File: src/core/mio_pkg.sv
package mio_pkg;
    // register byte addresses, control registers four bytes apart
    localparam logic [7:0] ADDR_PORT_A_OUT = 8'h00;
    localparam logic [7:0] ADDR_PORT_B_OUT = 8'h04;
    localparam logic [7:0] ADDR_PORT_C_OUT = 8'h08;
    localparam logic [7:0] ADDR_PORT_D_OUT = 8'h0C;
    localparam logic [7:0] ADDR_PORT_A_IN = 8'h10;
    localparam logic [7:0] ADDR_PORT_B_IN = 8'h14;
    localparam logic [7:0] ADDR_PORT_C_IN = 8'h18;
    localparam logic [7:0] ADDR_PORT_D_IN = 8'h1C;
    localparam logic [7:0] ADDR_TMR_MODE = 8'h20;
    localparam logic [7:0] ADDR_TMR_OUT = 8'h24;
    localparam logic [7:0] ADDR_IRQ_STAT = 8'h28;
    localparam logic [7:0] ADDR_IRQ_MASK = 8'h2C;
    localparam logic [7:0] ADDR_CPU_FLAG = 8'h30;
    localparam logic [7:0] ADDR_MEM_SIZE = 8'h34;
    localparam logic [7:0] ADDR_RAM_BASE = 8'h80;
    // status and mask bit positions
    localparam int STAT_OVF_BIT = 0;
    localparam int STAT_PA0_RISE_BIT = 1;
    localparam int STAT_PA1_FALL_BIT = 2;
    localparam int STAT_NMI_BIT = 3;
    localparam int STAT_WIDTH = 4;
    localparam int MASK_FLAG_BIT = 0;
    // reset values
    localparam logic [7:0] PORT_OUT_RST = 8'hFF;
    localparam logic [3:0] IRQ_MASK_RST = 4'h0;
    localparam logic [1:0] TMR_MODE_RST = 2'h0;
    // memory sizes
    localparam int ROM_BYTES = 2048;
    localparam int RAM_BYTES = 64;
    localparam int RAM_AW = 6;
    localparam int PORT_COUNT = 4;
    // initialization hold, in clock cycles of the device clock
    localparam int INIT_HOLD_CYCLES = 8;

    typedef enum logic [1:0] {
        TMR_INTERVAL = 2'b00,
        TMR_PULSE_GEN = 2'b01,
        TMR_EVENT_CNT = 2'b10,
        TMR_PULSE_WIDTH = 2'b11
    } mio_tmr_mode_type;
endpackage

File: src/core/mio_ram.sv
`timescale 1ns/10ps
module mio_ram (
    input wire logic core_clk,
    input wire logic wr_en,
    input wire logic [5:0] addr,
    input wire logic [7:0] wr_data,
    output logic [7:0] rd_data
);
    logic [7:0] mem [0:63];

    always_ff @(posedge core_clk) begin
        if (wr_en) begin
            mem[addr] <= wr_data;
        end
        rd_data <= mem[addr];
    end
endmodule

File: src/core/mio_top.sv
// Local design decisions: the plain strobed port and the register offsets.
`timescale 1ns/10ps
// Functional notes
// the outside world holds chip_init_input low for eight cycles or more.
// a falling edge on the unmaskable interrupt pin raises an nmi request.
// four 8-bit ports give 32 lines, each usable as input or output.
// port lines only pull low; a high comes from the external pull-up.
// the two low lines of port a detect edges with maskable interrupts.
// the timer pin is an input in event count and pulse width modes.
// the timer pin pulls low as an output in interval and pulse modes.
// the chip holds 2048 bytes of rom and 64 bytes of ram.
// irq comes from counter overflow, pa0 rise or pa1 fall; irq_out also follows the nmi flag when mask bit 3 is set.
// a pending irq is taken only while the mask flag is clear.
// init or an nmi sets the interrupt mask flag to one.
// edge inputs are synchronised and their flags held until cleared.
module mio_top
    import mio_pkg::*;
(
    input wire logic core_clk,
    input wire logic srst,
    input wire logic chip_init_input_n,
    input wire logic nmi_input_n,
    input wire logic [7:0] port_a_lines_in,
    output logic [7:0] port_a_lines_out,
    output logic [7:0] port_a_lines_oe,
    input wire logic [7:0] port_b_lines_in,
    output logic [7:0] port_b_lines_out,
    output logic [7:0] port_b_lines_oe,
    input wire logic [7:0] port_c_lines_in,
    output logic [7:0] port_c_lines_out,
    output logic [7:0] port_c_lines_oe,
    input wire logic [7:0] port_d_lines_in,
    output logic [7:0] port_d_lines_out,
    output logic [7:0] port_d_lines_oe,
    input wire logic timer_io_pin_in,
    output logic timer_io_pin_out,
    output logic timer_io_pin_oe,
    input wire logic counter_ovf,
    input wire logic cpu_irq_ack,
    output logic cpu_nmi_req,
    output logic cpu_irq_req,
    output logic irq_out,
    input wire logic [7:0] reg_addr,
    input wire logic [7:0] reg_wdata,
    input wire logic reg_wr,
    input wire logic reg_rd,
    output logic [7:0] reg_rdata
);
    import mio_pkg::*;

    // ************************************************************
    // pin synchronisers
    // ************************************************************
    localparam int SYNC_W = 32 + 3;
    logic [SYNC_W-1:0] sync1_r;
    logic [SYNC_W-1:0] sync2_r;
    logic [SYNC_W-1:0] raw_in;
    logic [SYNC_W-1:0] prev_r;

    assign raw_in = {timer_io_pin_in, nmi_input_n, chip_init_input_n,
                     port_d_lines_in, port_c_lines_in,
                     port_b_lines_in, port_a_lines_in};

    // first stage read only by second stage
    always_ff @(posedge core_clk) begin
        if (srst) begin
            sync1_r <= '1;
            sync2_r <= '1;
        end else begin
            sync1_r <= raw_in;
            sync2_r <= sync1_r;
        end
    end

    // history for the edge detectors; resets to the pulled-up idle
    // level so that no false edge follows reset
    always_ff @(posedge core_clk) begin
        if (srst) begin
            prev_r <= '1;
        end else begin
            prev_r <= sync2_r;
        end
    end

    logic [7:0] pin_in [0:PORT_COUNT-1];
    logic init_s;
    logic nmi_s;
    logic nmi_prev;
    logic tmr_s;
    assign init_s = sync2_r[32];
    assign nmi_s = sync2_r[33];
    assign nmi_prev = prev_r[33];
    assign tmr_s = sync2_r[34];

    // ************************************************************
    // init hold: the low time is the far side's duty, counted here
    // ************************************************************
    logic [3:0] init_cnt_r;
    logic init_active_r;

    // internal init stays asserted until the pin has been low long
    // enough and then released
    always_ff @(posedge core_clk) begin
        if (srst) begin
            init_cnt_r <= 4'h0;
            init_active_r <= 1'b1;
        end else if (!init_s) begin
            init_active_r <= 1'b1;
            if (init_cnt_r != 4'(INIT_HOLD_CYCLES)) begin
                init_cnt_r <= init_cnt_r + 4'h1;
            end
        end else begin
            if (init_cnt_r == 4'(INIT_HOLD_CYCLES)) begin
                init_active_r <= 1'b0;
            end
            init_cnt_r <= 4'h0;
        end
    end

    // ************************************************************
    // ports
    // ************************************************************
    logic [7:0] port_out_r [0:PORT_COUNT-1];
    logic [7:0] pin_out [0:PORT_COUNT-1];
    logic [7:0] pin_oe [0:PORT_COUNT-1];

    genvar gp;
    generate
        for (gp = 0; gp < PORT_COUNT; gp++) begin : g_port
            logic [7:0] wr_addr;
            assign wr_addr = ADDR_PORT_A_OUT + 8'(gp * 4);
            assign pin_in[gp] = sync2_r[gp*8 +: 8];
            // writing one releases the line so it can serve as input
            always_ff @(posedge core_clk) begin
                if (srst || init_active_r) begin
                    port_out_r[gp] <= PORT_OUT_RST;
                end else if (reg_wr && reg_addr == wr_addr) begin
                    port_out_r[gp] <= reg_wdata;
                end
            end
            // drive only the low level, pull-up gives the high
            assign pin_out[gp] = 8'h00;
            assign pin_oe[gp] = ~port_out_r[gp];
        end
    endgenerate

    assign port_a_lines_out = pin_out[0];
    assign port_b_lines_out = pin_out[1];
    assign port_c_lines_out = pin_out[2];
    assign port_d_lines_out = pin_out[3];
    assign port_a_lines_oe = pin_oe[0];
    assign port_b_lines_oe = pin_oe[1];
    assign port_c_lines_oe = pin_oe[2];
    assign port_d_lines_oe = pin_oe[3];

    // ************************************************************
    // timer pin
    // ************************************************************
    mio_tmr_mode_type tmr_mode_r;
    logic tmr_out_r;
    logic tmr_drives;

    logic wr_tmr_mode;
    logic wr_tmr_out;

    assign wr_tmr_mode = reg_wr && reg_addr == ADDR_TMR_MODE;
    assign wr_tmr_out = reg_wr && reg_addr == ADDR_TMR_OUT;

    always_ff @(posedge core_clk) begin
        if (srst || init_active_r) begin
            tmr_mode_r <= mio_tmr_mode_type'(TMR_MODE_RST);
        end else if (wr_tmr_mode) begin
            tmr_mode_r <= mio_tmr_mode_type'(reg_wdata[1:0]);
        end
    end

    // released (one) after init so the pin floats until software
    // asks for a low level
    always_ff @(posedge core_clk) begin
        if (srst || init_active_r) begin
            tmr_out_r <= 1'b1;
        end else if (wr_tmr_out) begin
            tmr_out_r <= reg_wdata[0];
        end
    end

    always_comb begin
        case (tmr_mode_r)
            TMR_INTERVAL: tmr_drives = 1'b1;
            TMR_PULSE_GEN: tmr_drives = 1'b1;
            TMR_EVENT_CNT: tmr_drives = 1'b0;
            TMR_PULSE_WIDTH: tmr_drives = 1'b0;
            default: tmr_drives = 1'b0;
        endcase
    end

    assign timer_io_pin_out = 1'b0;
    assign timer_io_pin_oe = tmr_drives & ~tmr_out_r;

    // ************************************************************
    // interrupt events
    // ************************************************************
    logic [STAT_WIDTH-1:0] irq_stat_r;
    logic [STAT_WIDTH-1:0] irq_mask_r;
    logic [STAT_WIDTH-1:0] ev;
    logic [STAT_WIDTH-1:0] clr;
    logic mask_flag_r;

    assign ev[STAT_OVF_BIT] = counter_ovf;
    assign ev[STAT_PA0_RISE_BIT] = sync2_r[0] & ~prev_r[0];
    assign ev[STAT_PA1_FALL_BIT] = ~sync2_r[1] & prev_r[1];
    assign ev[STAT_NMI_BIT] = ~nmi_s & nmi_prev;
    assign clr = (reg_wr && reg_addr == ADDR_IRQ_STAT) ?
                 reg_wdata[STAT_WIDTH-1:0] : '0;

    // set wins over clear, flags held until cleared
    always_ff @(posedge core_clk) begin
        if (srst || init_active_r) begin
            irq_stat_r <= '0;
        end else begin
            irq_stat_r <= (irq_stat_r & ~clr) | ev;
        end
    end

    always_ff @(posedge core_clk) begin
        if (srst || init_active_r) begin
            irq_mask_r <= IRQ_MASK_RST;
        end else if (reg_wr && reg_addr == ADDR_IRQ_MASK) begin
            irq_mask_r <= reg_wdata[STAT_WIDTH-1:0];
        end
    end

    // the flag is forced on by init, by a detected nmi and by cpu_irq_ack
    always_ff @(posedge core_clk) begin
        if (srst || init_active_r) begin
            mask_flag_r <= 1'b1;
        end else if (ev[STAT_NMI_BIT] || cpu_irq_ack) begin
            mask_flag_r <= 1'b1;
        end else if (reg_wr && reg_addr == ADDR_CPU_FLAG) begin
            mask_flag_r <= reg_wdata[MASK_FLAG_BIT];
        end
    end

    logic [2:0] irq_src;
    assign irq_src = irq_stat_r[2:0] & irq_mask_r[2:0];
    assign cpu_irq_req = (|irq_src) & ~mask_flag_r;
    assign cpu_nmi_req = irq_stat_r[STAT_NMI_BIT];
    assign irq_out = |(irq_stat_r & irq_mask_r);

    // ************************************************************
    // data memory and read port
    // ************************************************************
    logic ram_sel;
    logic [7:0] ram_rdata;
    logic ram_rd_r;
    logic [7:0] rd_r;

    assign ram_sel = reg_addr >= ADDR_RAM_BASE &&
                     reg_addr < ADDR_RAM_BASE + 8'(RAM_BYTES);

    // 64-byte data memory, one-cycle read
    mio_ram u_ram (
        .core_clk(core_clk),
        .wr_en(reg_wr && ram_sel),
        .addr(reg_addr[RAM_AW-1:0]),
        .wr_data(reg_wdata),
        .rd_data(ram_rdata)
    );

    // the memory's read register is picked for exactly one cycle,
    // so a later read of a control register is not shadowed
    always_ff @(posedge core_clk) begin
        if (srst) begin
            ram_rd_r <= 1'b0;
        end else begin
            ram_rd_r <= reg_rd && ram_sel;
        end
    end

    always_ff @(posedge core_clk) begin
        if (srst) begin
            rd_r <= 8'h00;
        end else begin
            rd_r <= 8'h00;
            if (reg_rd) begin
                case (reg_addr)
                    ADDR_PORT_A_OUT: rd_r <= port_out_r[0];
                    ADDR_PORT_B_OUT: rd_r <= port_out_r[1];
                    ADDR_PORT_C_OUT: rd_r <= port_out_r[2];
                    ADDR_PORT_D_OUT: rd_r <= port_out_r[3];
                    ADDR_PORT_A_IN: rd_r <= pin_in[0];
                    ADDR_PORT_B_IN: rd_r <= pin_in[1];
                    ADDR_PORT_C_IN: rd_r <= pin_in[2];
                    ADDR_PORT_D_IN: rd_r <= pin_in[3];
                    ADDR_TMR_MODE: rd_r <= {6'h00, tmr_mode_r};
                    ADDR_TMR_OUT: rd_r <= {6'h00, tmr_s, tmr_out_r};
                    ADDR_IRQ_STAT: rd_r <= {4'h0, irq_stat_r};
                    ADDR_IRQ_MASK: rd_r <= {4'h0, irq_mask_r};
                    ADDR_CPU_FLAG: rd_r <= {7'h00, mask_flag_r};
                    // rom size in kbytes, ram size in bytes/16
                    ADDR_MEM_SIZE: rd_r <= {4'(ROM_BYTES / 1024),
                                            4'(RAM_BYTES / 16)};
                    default: rd_r <= 8'h00;
                endcase
            end
        end
    end

    assign reg_rdata = ram_rd_r ? ram_rdata : rd_r;
endmodule

File: config.mk
export PLATFORM = sky130hd
export DESIGN_NAME = mio_top
export DESIGN_NICKNAME = d
export VERILOG_FILES = /design/src/core/mio_pkg.sv /design/src/core/mio_ram.sv /design/src/core/mio_top.sv
export SDC_FILE = /design/constraint.sdc
export NUM_CORES = 1
export LEC_CHECK = 0
export BUFFER_PORTS_ARGS = -buffer_cell sky130_fd_sc_hd__buf_2
export CAP_MARGIN = 0
export CORE_UTILIZATION = 61
export CTS_CLUSTER_SIZE = 10
export DETAILED_ROUTE_END_ITERATION = 10
export PLACE_DENSITY = 0.8
export REMOVE_ABC_BUFFERS = 1
export SYNTH_ARGS = -nofsm -noshare
export SYNTH_HDL_FRONTEND = slang
export SYNTH_SLANG_ARGS = --single-unit
File: constraint.sdc
create_clock -name core_clk -period 2.6 [get_ports core_clk]
set_clock_uncertainty 0.1 [all_clocks]
set_input_delay 0.13 -clock core_clk [delete_from_list [all_inputs] [get_ports core_clk]]
set_output_delay 0.13 -clock core_clk [all_outputs]
set_load 0.02 [all_outputs]
Word-level counts from Yosys, hierarchy flattened
Memories as Yosys holds them, arrays and structs flattened. A register that Yosys moved wholly into a read port is not among the register bits.
Index checks and enable logic that the tools add are counted.
W data, S select, Z words.
{"block": "word_totals", "register_bits": 130, "ramBits": 544, "inputBits": 57, "out_inout_bits": 77, "elab_cells": 108, "n_memories": 2}
{"block": "classes", "add_sub_neg": 1, "order_cmp": 2, "eq_ne": 18, "n_mux": 24, "bitwise": 25, "reduce_logical": 24}
{"name": "u_ram.mem", "words": 64, "width": 8, "read_ports": 1, "rd_clocked_by_memory_dff": 1, "wr": 1, "line": "mio_ram.sv:9", "rtl": "logic [7:0] mem [0:63];"}
{"name": "port_out_r", "words": 4, "width": 8, "read_ports": 4, "rd_clocked_by_memory_dff": 0, "wr": 4, "line": "mio_top.sv:123", "rtl": "logic [7:0] port_out_r [0:PORT_COUNT-1];"}
{"operator": "$pmux W8 S14", "count": 1}
{"operator": "$eq A8 B6 Y1 const B", "count": 6}
{"operator": "$mux W8", "count": 5}
{"operator": "$eq A8 B5 Y1 const B", "count": 4}
{"operator": "$not A8 Y8", "count": 4}
{"operator": "$eq A8 B4 Y1 const B", "count": 2}
{"operator": "$mux W1", "count": 16}
{"operator": "$logic_and A1 B1 Y1", "count": 12}
{"operator": "$reduce_or A2 Y1", "count": 6}
{"operator": "$and A4 B4 Y4", "count": 2}
{"operator": "$eq A8 B3 Y1 const B", "count": 1}
{"operator": "$ge A8 B8 Y1 const B", "count": 1}
{"operator": "$logic_not A8 Y1", "count": 1}
{"operator": "$lt A8 B8 Y1 const B", "count": 1}
{"operator": "$not A1 Y1", "count": 7}
{"operator": "$and A1 B1 Y1", "count": 5}
{"operator": "$add A4 B1 Y4 const B", "count": 1}
{"operator": "$eq A2 B2 Y1 const B", "count": 2}
{"operator": "$eq A4 B4 Y1 const B", "count": 1}
{"operator": "$mux W4", "count": 1}
{"operator": "$ne A4 B4 Y1 const B", "count": 1}
{"operator": "$not A4 Y4", "count": 1}
{"operator": "$or A1 B1 Y1", "count": 4}
{"operator": "$or A4 B4 Y4", "count": 1}
{"operator": "7 further kinds", "count": 8}

Longest topological paths before layout
{"block": "depth", "ltp_word": 6, "mapped_depth": 10, "ltp_nobuf": 6}

Hierarchy
From an unflattened synthesis, not the netlist that was laid out.
{"block": "hier_totals", "cells_unflattened": 1675, "hier_area_um2": 25919.9}
{"mod": "mio_ram", "n_inst": 1, "cells_per_inst": 1171, "area_per_inst_um2": 20449.6, "seq_area_each_um2": 15534.9}
{"mod": "mio_top", "n_inst": 1, "cells_per_inst": 504, "area_per_inst_um2": 5470.2, "seq_area_each_um2": 2942.8}

Least setup slack after synthesis
OpenSTA, ideal clock, no wires.
{"block": "synth_path", "path_type": "in2reg", "start": "input port reg_addr[2]", "end": "memory u_ram.mem[47][0] (enable)", "setup_ps": 383, "t_arrival_ps": 1839, "required_time_ps": 2117, "slack_ps": 277, "cell_stages": 8, "n_path_buf": 5, "cell_sequence": "buf_6 -> buf_6 -> buf_2 -> buf_2 -> buf_2 -> and3_1 -> nand2_1 -> nor3_1"}
{"block": "synth_via", "elab_chain_cells": 5, "word_cells_on_any_way": 6, "cone_classes": "order compare: 2; mux: 2; reduce/logical: 2"}
{"element": "from (decl)", "line": "mio_top.sv:43", "rtl": "input wire logic [7:0] reg_addr,"}
{"element": "$ge A8 B8 Y1 / $lt A8 B8 Y1 (equally long branches)", "line": "mio_top.sv:258, mio_top.sv:259"}
{"element": "$logic_and A1 B1 Y1", "line": "mio_top.sv:258", "rtl": "assign ram_sel = reg_addr >= ADDR_RAM_BASE &&"}
{"element": "$logic_and A1 B1 Y1", "line": "mio_top.sv:264", "rtl": ".wr_en(reg_wr && ram_sel),"}
{"element": "$mux W1", "line": "mio_ram.sv:12", "rtl": "if (wr_en) begin"}
{"element": "$mux W1 (implied by the code)", "line": "mio_ram.sv:13", "rtl": "mem[addr] <= wr_data;"}
{"element": "to (decl)", "line": "mio_ram.sv:9"}
Parallel ways exist; a longest one is shown, timed or not.

==> impl_metrics.json <==
{
  "status": "finished clean",
  "finalPower_mw": 22.4,
  "min_period_ns": 2.24,
  "synthFlopType": "edfxtp_1",
  "dr.pass1.iters": 6,
  "row_count": 74,
  "max-vdd-ir-drop_mv": 0.629,
  "power.density_nw_per_um2": 743,
  "gp_congestion": 0.983,
  "fin_crit_sh_pct": 86.2,
  "grt_pass1_wl_um": 110000,
  "ys_warn_count": 0,
  "cts_buffer_depth": 3,
  "synth_cell_types": 65,
  "globalRouteMet3Util_pct": 9.60,
  "postSynthCellCount": 1685,
  "ios": 134,
  "p_leak_nw": 10.6,
  "met2_usage_pct": 56.8,
  "first_global_vias": 17313,
  "routed_via_density": 6.92,
  "rsz0062_at_grt": "false",
  "clock_latency_ns": 0.62,
  "synth-edff-count": 544,
  "synth-seq-area-share_pct": 73.1,
  "syn2layout_area_growth_pct": 19.2,
  "max-slew-margin-rel_pct": 7.54,
  "ys_ff_latch": 651,
  "finalWirelength_um": 75300,
  "setup_viol": 0,
  "nFillCells": 2262,
  "hpwlAfterDp_um": 46800,
  "drt_iter0_markers": 2761,
  "synth.largest_area_cell": "edfxtp_1",
  "yosysMostFrequentCell": "edfxtp_1",
  "fmax_ghz": 0.446,
  "port-buffer-count": 100,
  "htreeDepth": 3,
  "finalNetCount": 2054,
  "drc": 0,
  "worstHoldPathType": "input pin to flop",
  "cts_tree": "built",
  "syn_avg_cell_area_um2": 15.0,
  "cp.required_ns": 2.99,
  "clk_pin_slew_ns": 0.06,
  "cts_buffers": 75,
  "routedWlPerCell_um": 29.3,
  "synth_area_leaders": "edfxtp_1, dfxtp_1, a221oi_1",
  "synth_common_cells": "edfxtp_1, nor2_1, a221oi_1",
  "hold_violations": 0,
  "finalMaxSlewViolations": 0,
  "drive_gt1_share_pct": 27.2,
  "hold_slack_ns": 0.0622,
  "dp_cells": 2400,
  "grtUsageTotal_pct": 36.2,
  "gr-total-overflow": 0,
  "cts_resized": 0,
  "crit_fanout": 1,
  "antenna_left": 0,
  "top_usage_layer": "met2",
  "grt_max_degree": 57,
  "cp.arrival_ns": 2.63,
  "async_flop_share_pct": 0,
  "core_area_um2": 40800,
  "dieArea_um2": 42200,
  "antenna_found_initial": 5,
  "yosys.area.top_type_share_pct": 64.7,
  "path_class": "flop to flop",
  "crit_path_end_kind": "flop",
  "die_w_um": 206,
  "cap_violations": 0,
  "syn-cell-area_um2": 25300,
  "vias": 17808,
  "worstMarginPinSlew_ns": 1.39,
  "clock-sinks": 651,
  "die_h_um": 206,
  "initial_core_util_pct": 61.9,
  "fin_util_pct": 73.8,
  "layout.cells.non_filler": 2573,
  "cp-start-kind": "flop",
  "gr-usage-met1_pct": 45.6,
  "root_buffer": "clkbuf_16"
}
==> area by class of cell <==
| type | count | area [µm²] | area share [%] |
|---|---|---|---|
| flip-flops and latches | 651 | 18500 | 61.4 |
| multi-input cells | 878 | 6000 | 19.9 |
| repair buffers | 352 | 2650 | 8.79 |
| clock buffers | 115 | 2090 | 6.94 |
| well taps | 532 | 666 | 2.21 |
| inverters | 37 | 139 | 0.461 |
| clock inverters | 6 | 88.8 | 0.295 |
| diodes | 2 | 5.00 | 0.0166 |
==> repair_timing <==
item	4_1_cts	5_1_grt
setup buffers	0	0
hold buffers	50	0
hold endpoints to repair	83	0
==> path summary, 6_finish.rpt <==
| kind | start | end | slack, ns | depth (start not counted) |
|---|---|---|---|---|
| worst max register to register | u_ram.mem[59][3] | u_ram.rd_data[3] | 0.36 | 5 |
| worst min-delay path | reg_wdata[3] | u_ram.mem[33][3] | 0.06 | 1 |
| worst min register to register | sync1_r[7] | sync2_r[7] | 0.31 | 1 |
| worst max-delay path | u_ram.mem[59][3] | u_ram.rd_data[3] | 0.36 | 5 |
==> power by group <==
group	total, mW	internal [mW]	switching (mW)	leakage (nW)
logic	1.36	0.475	0.883	3.82
clock network	9.57	5.61	3.96	1.05
registers	11.4	11.4	0.0579	5.74
==> metal layers <==
metal  up-vias  part of all wire (%)
li1       7139                     -
met1      8607                    33
met2      1707                    47
met3       349                    14
met4         6                   6.3
met5         -                 0.054
==> cells by family (layout without fill, tap and decap cells) <==
kind of cell	after synthesis	after routing	share of synthesized area, %
compound gates	360	360	10.8
xor+xnor	3	3	0.104
mux	73	73	3.87
other cells	1	35	0.0148
simple gates	407	407	8.19
fa+ha+maj	2	2	0.0990
flops	651	651	73.1
buf+inv	188	510	3.75
==> flip-flops by register name, indices dropped and copies added, names as in the netlist <==
signal and count:
init_active_r 1, init_cnt_r 4, irq_mask_r 4, irq_stat_r 4
mask_flag_r 1, port_out_r 32, prev_r 3, ram_rd_r 1
rd_r 8, sync1_r 35, sync2_r 35, tmr_mode_r 2
tmr_out_r 1, u_ram.mem 512, u_ram.rd_data 8
==> cells in the final DEF (no fill, tap or decap), types with 60 or more instances in the layout <==
master     instances
a22oi_1           81
edfxtp_1         544
buf_4            194
clkbuf_16         78
dfxtp_1          107
nor2_1           119
or2_2            107
a221oi_1         116
buf_2             98
nand2_1           60
==> through the flow <==
step                      setup slack, ns  instance area [µm²]  TNS [ns]
final                               0.358                30100         0
after global routing                0.249                30100         0
after CTS                           0.379                30100         0
after detailed placement           -0.127                27400    -0.336
after global placement            -0.0306                27400   -0.0566
after floorplan                    -0.807                24600   -213.42
==> critical path: stages (launching register included) <==
cell      delay [ns]
edfxtp_1        0.38
a221oi_1        0.33
nor3_1          0.16
nor4_1          0.59
o21ai_1         0.14
or4_1           0.43
(Power assumes the default switching activity.)
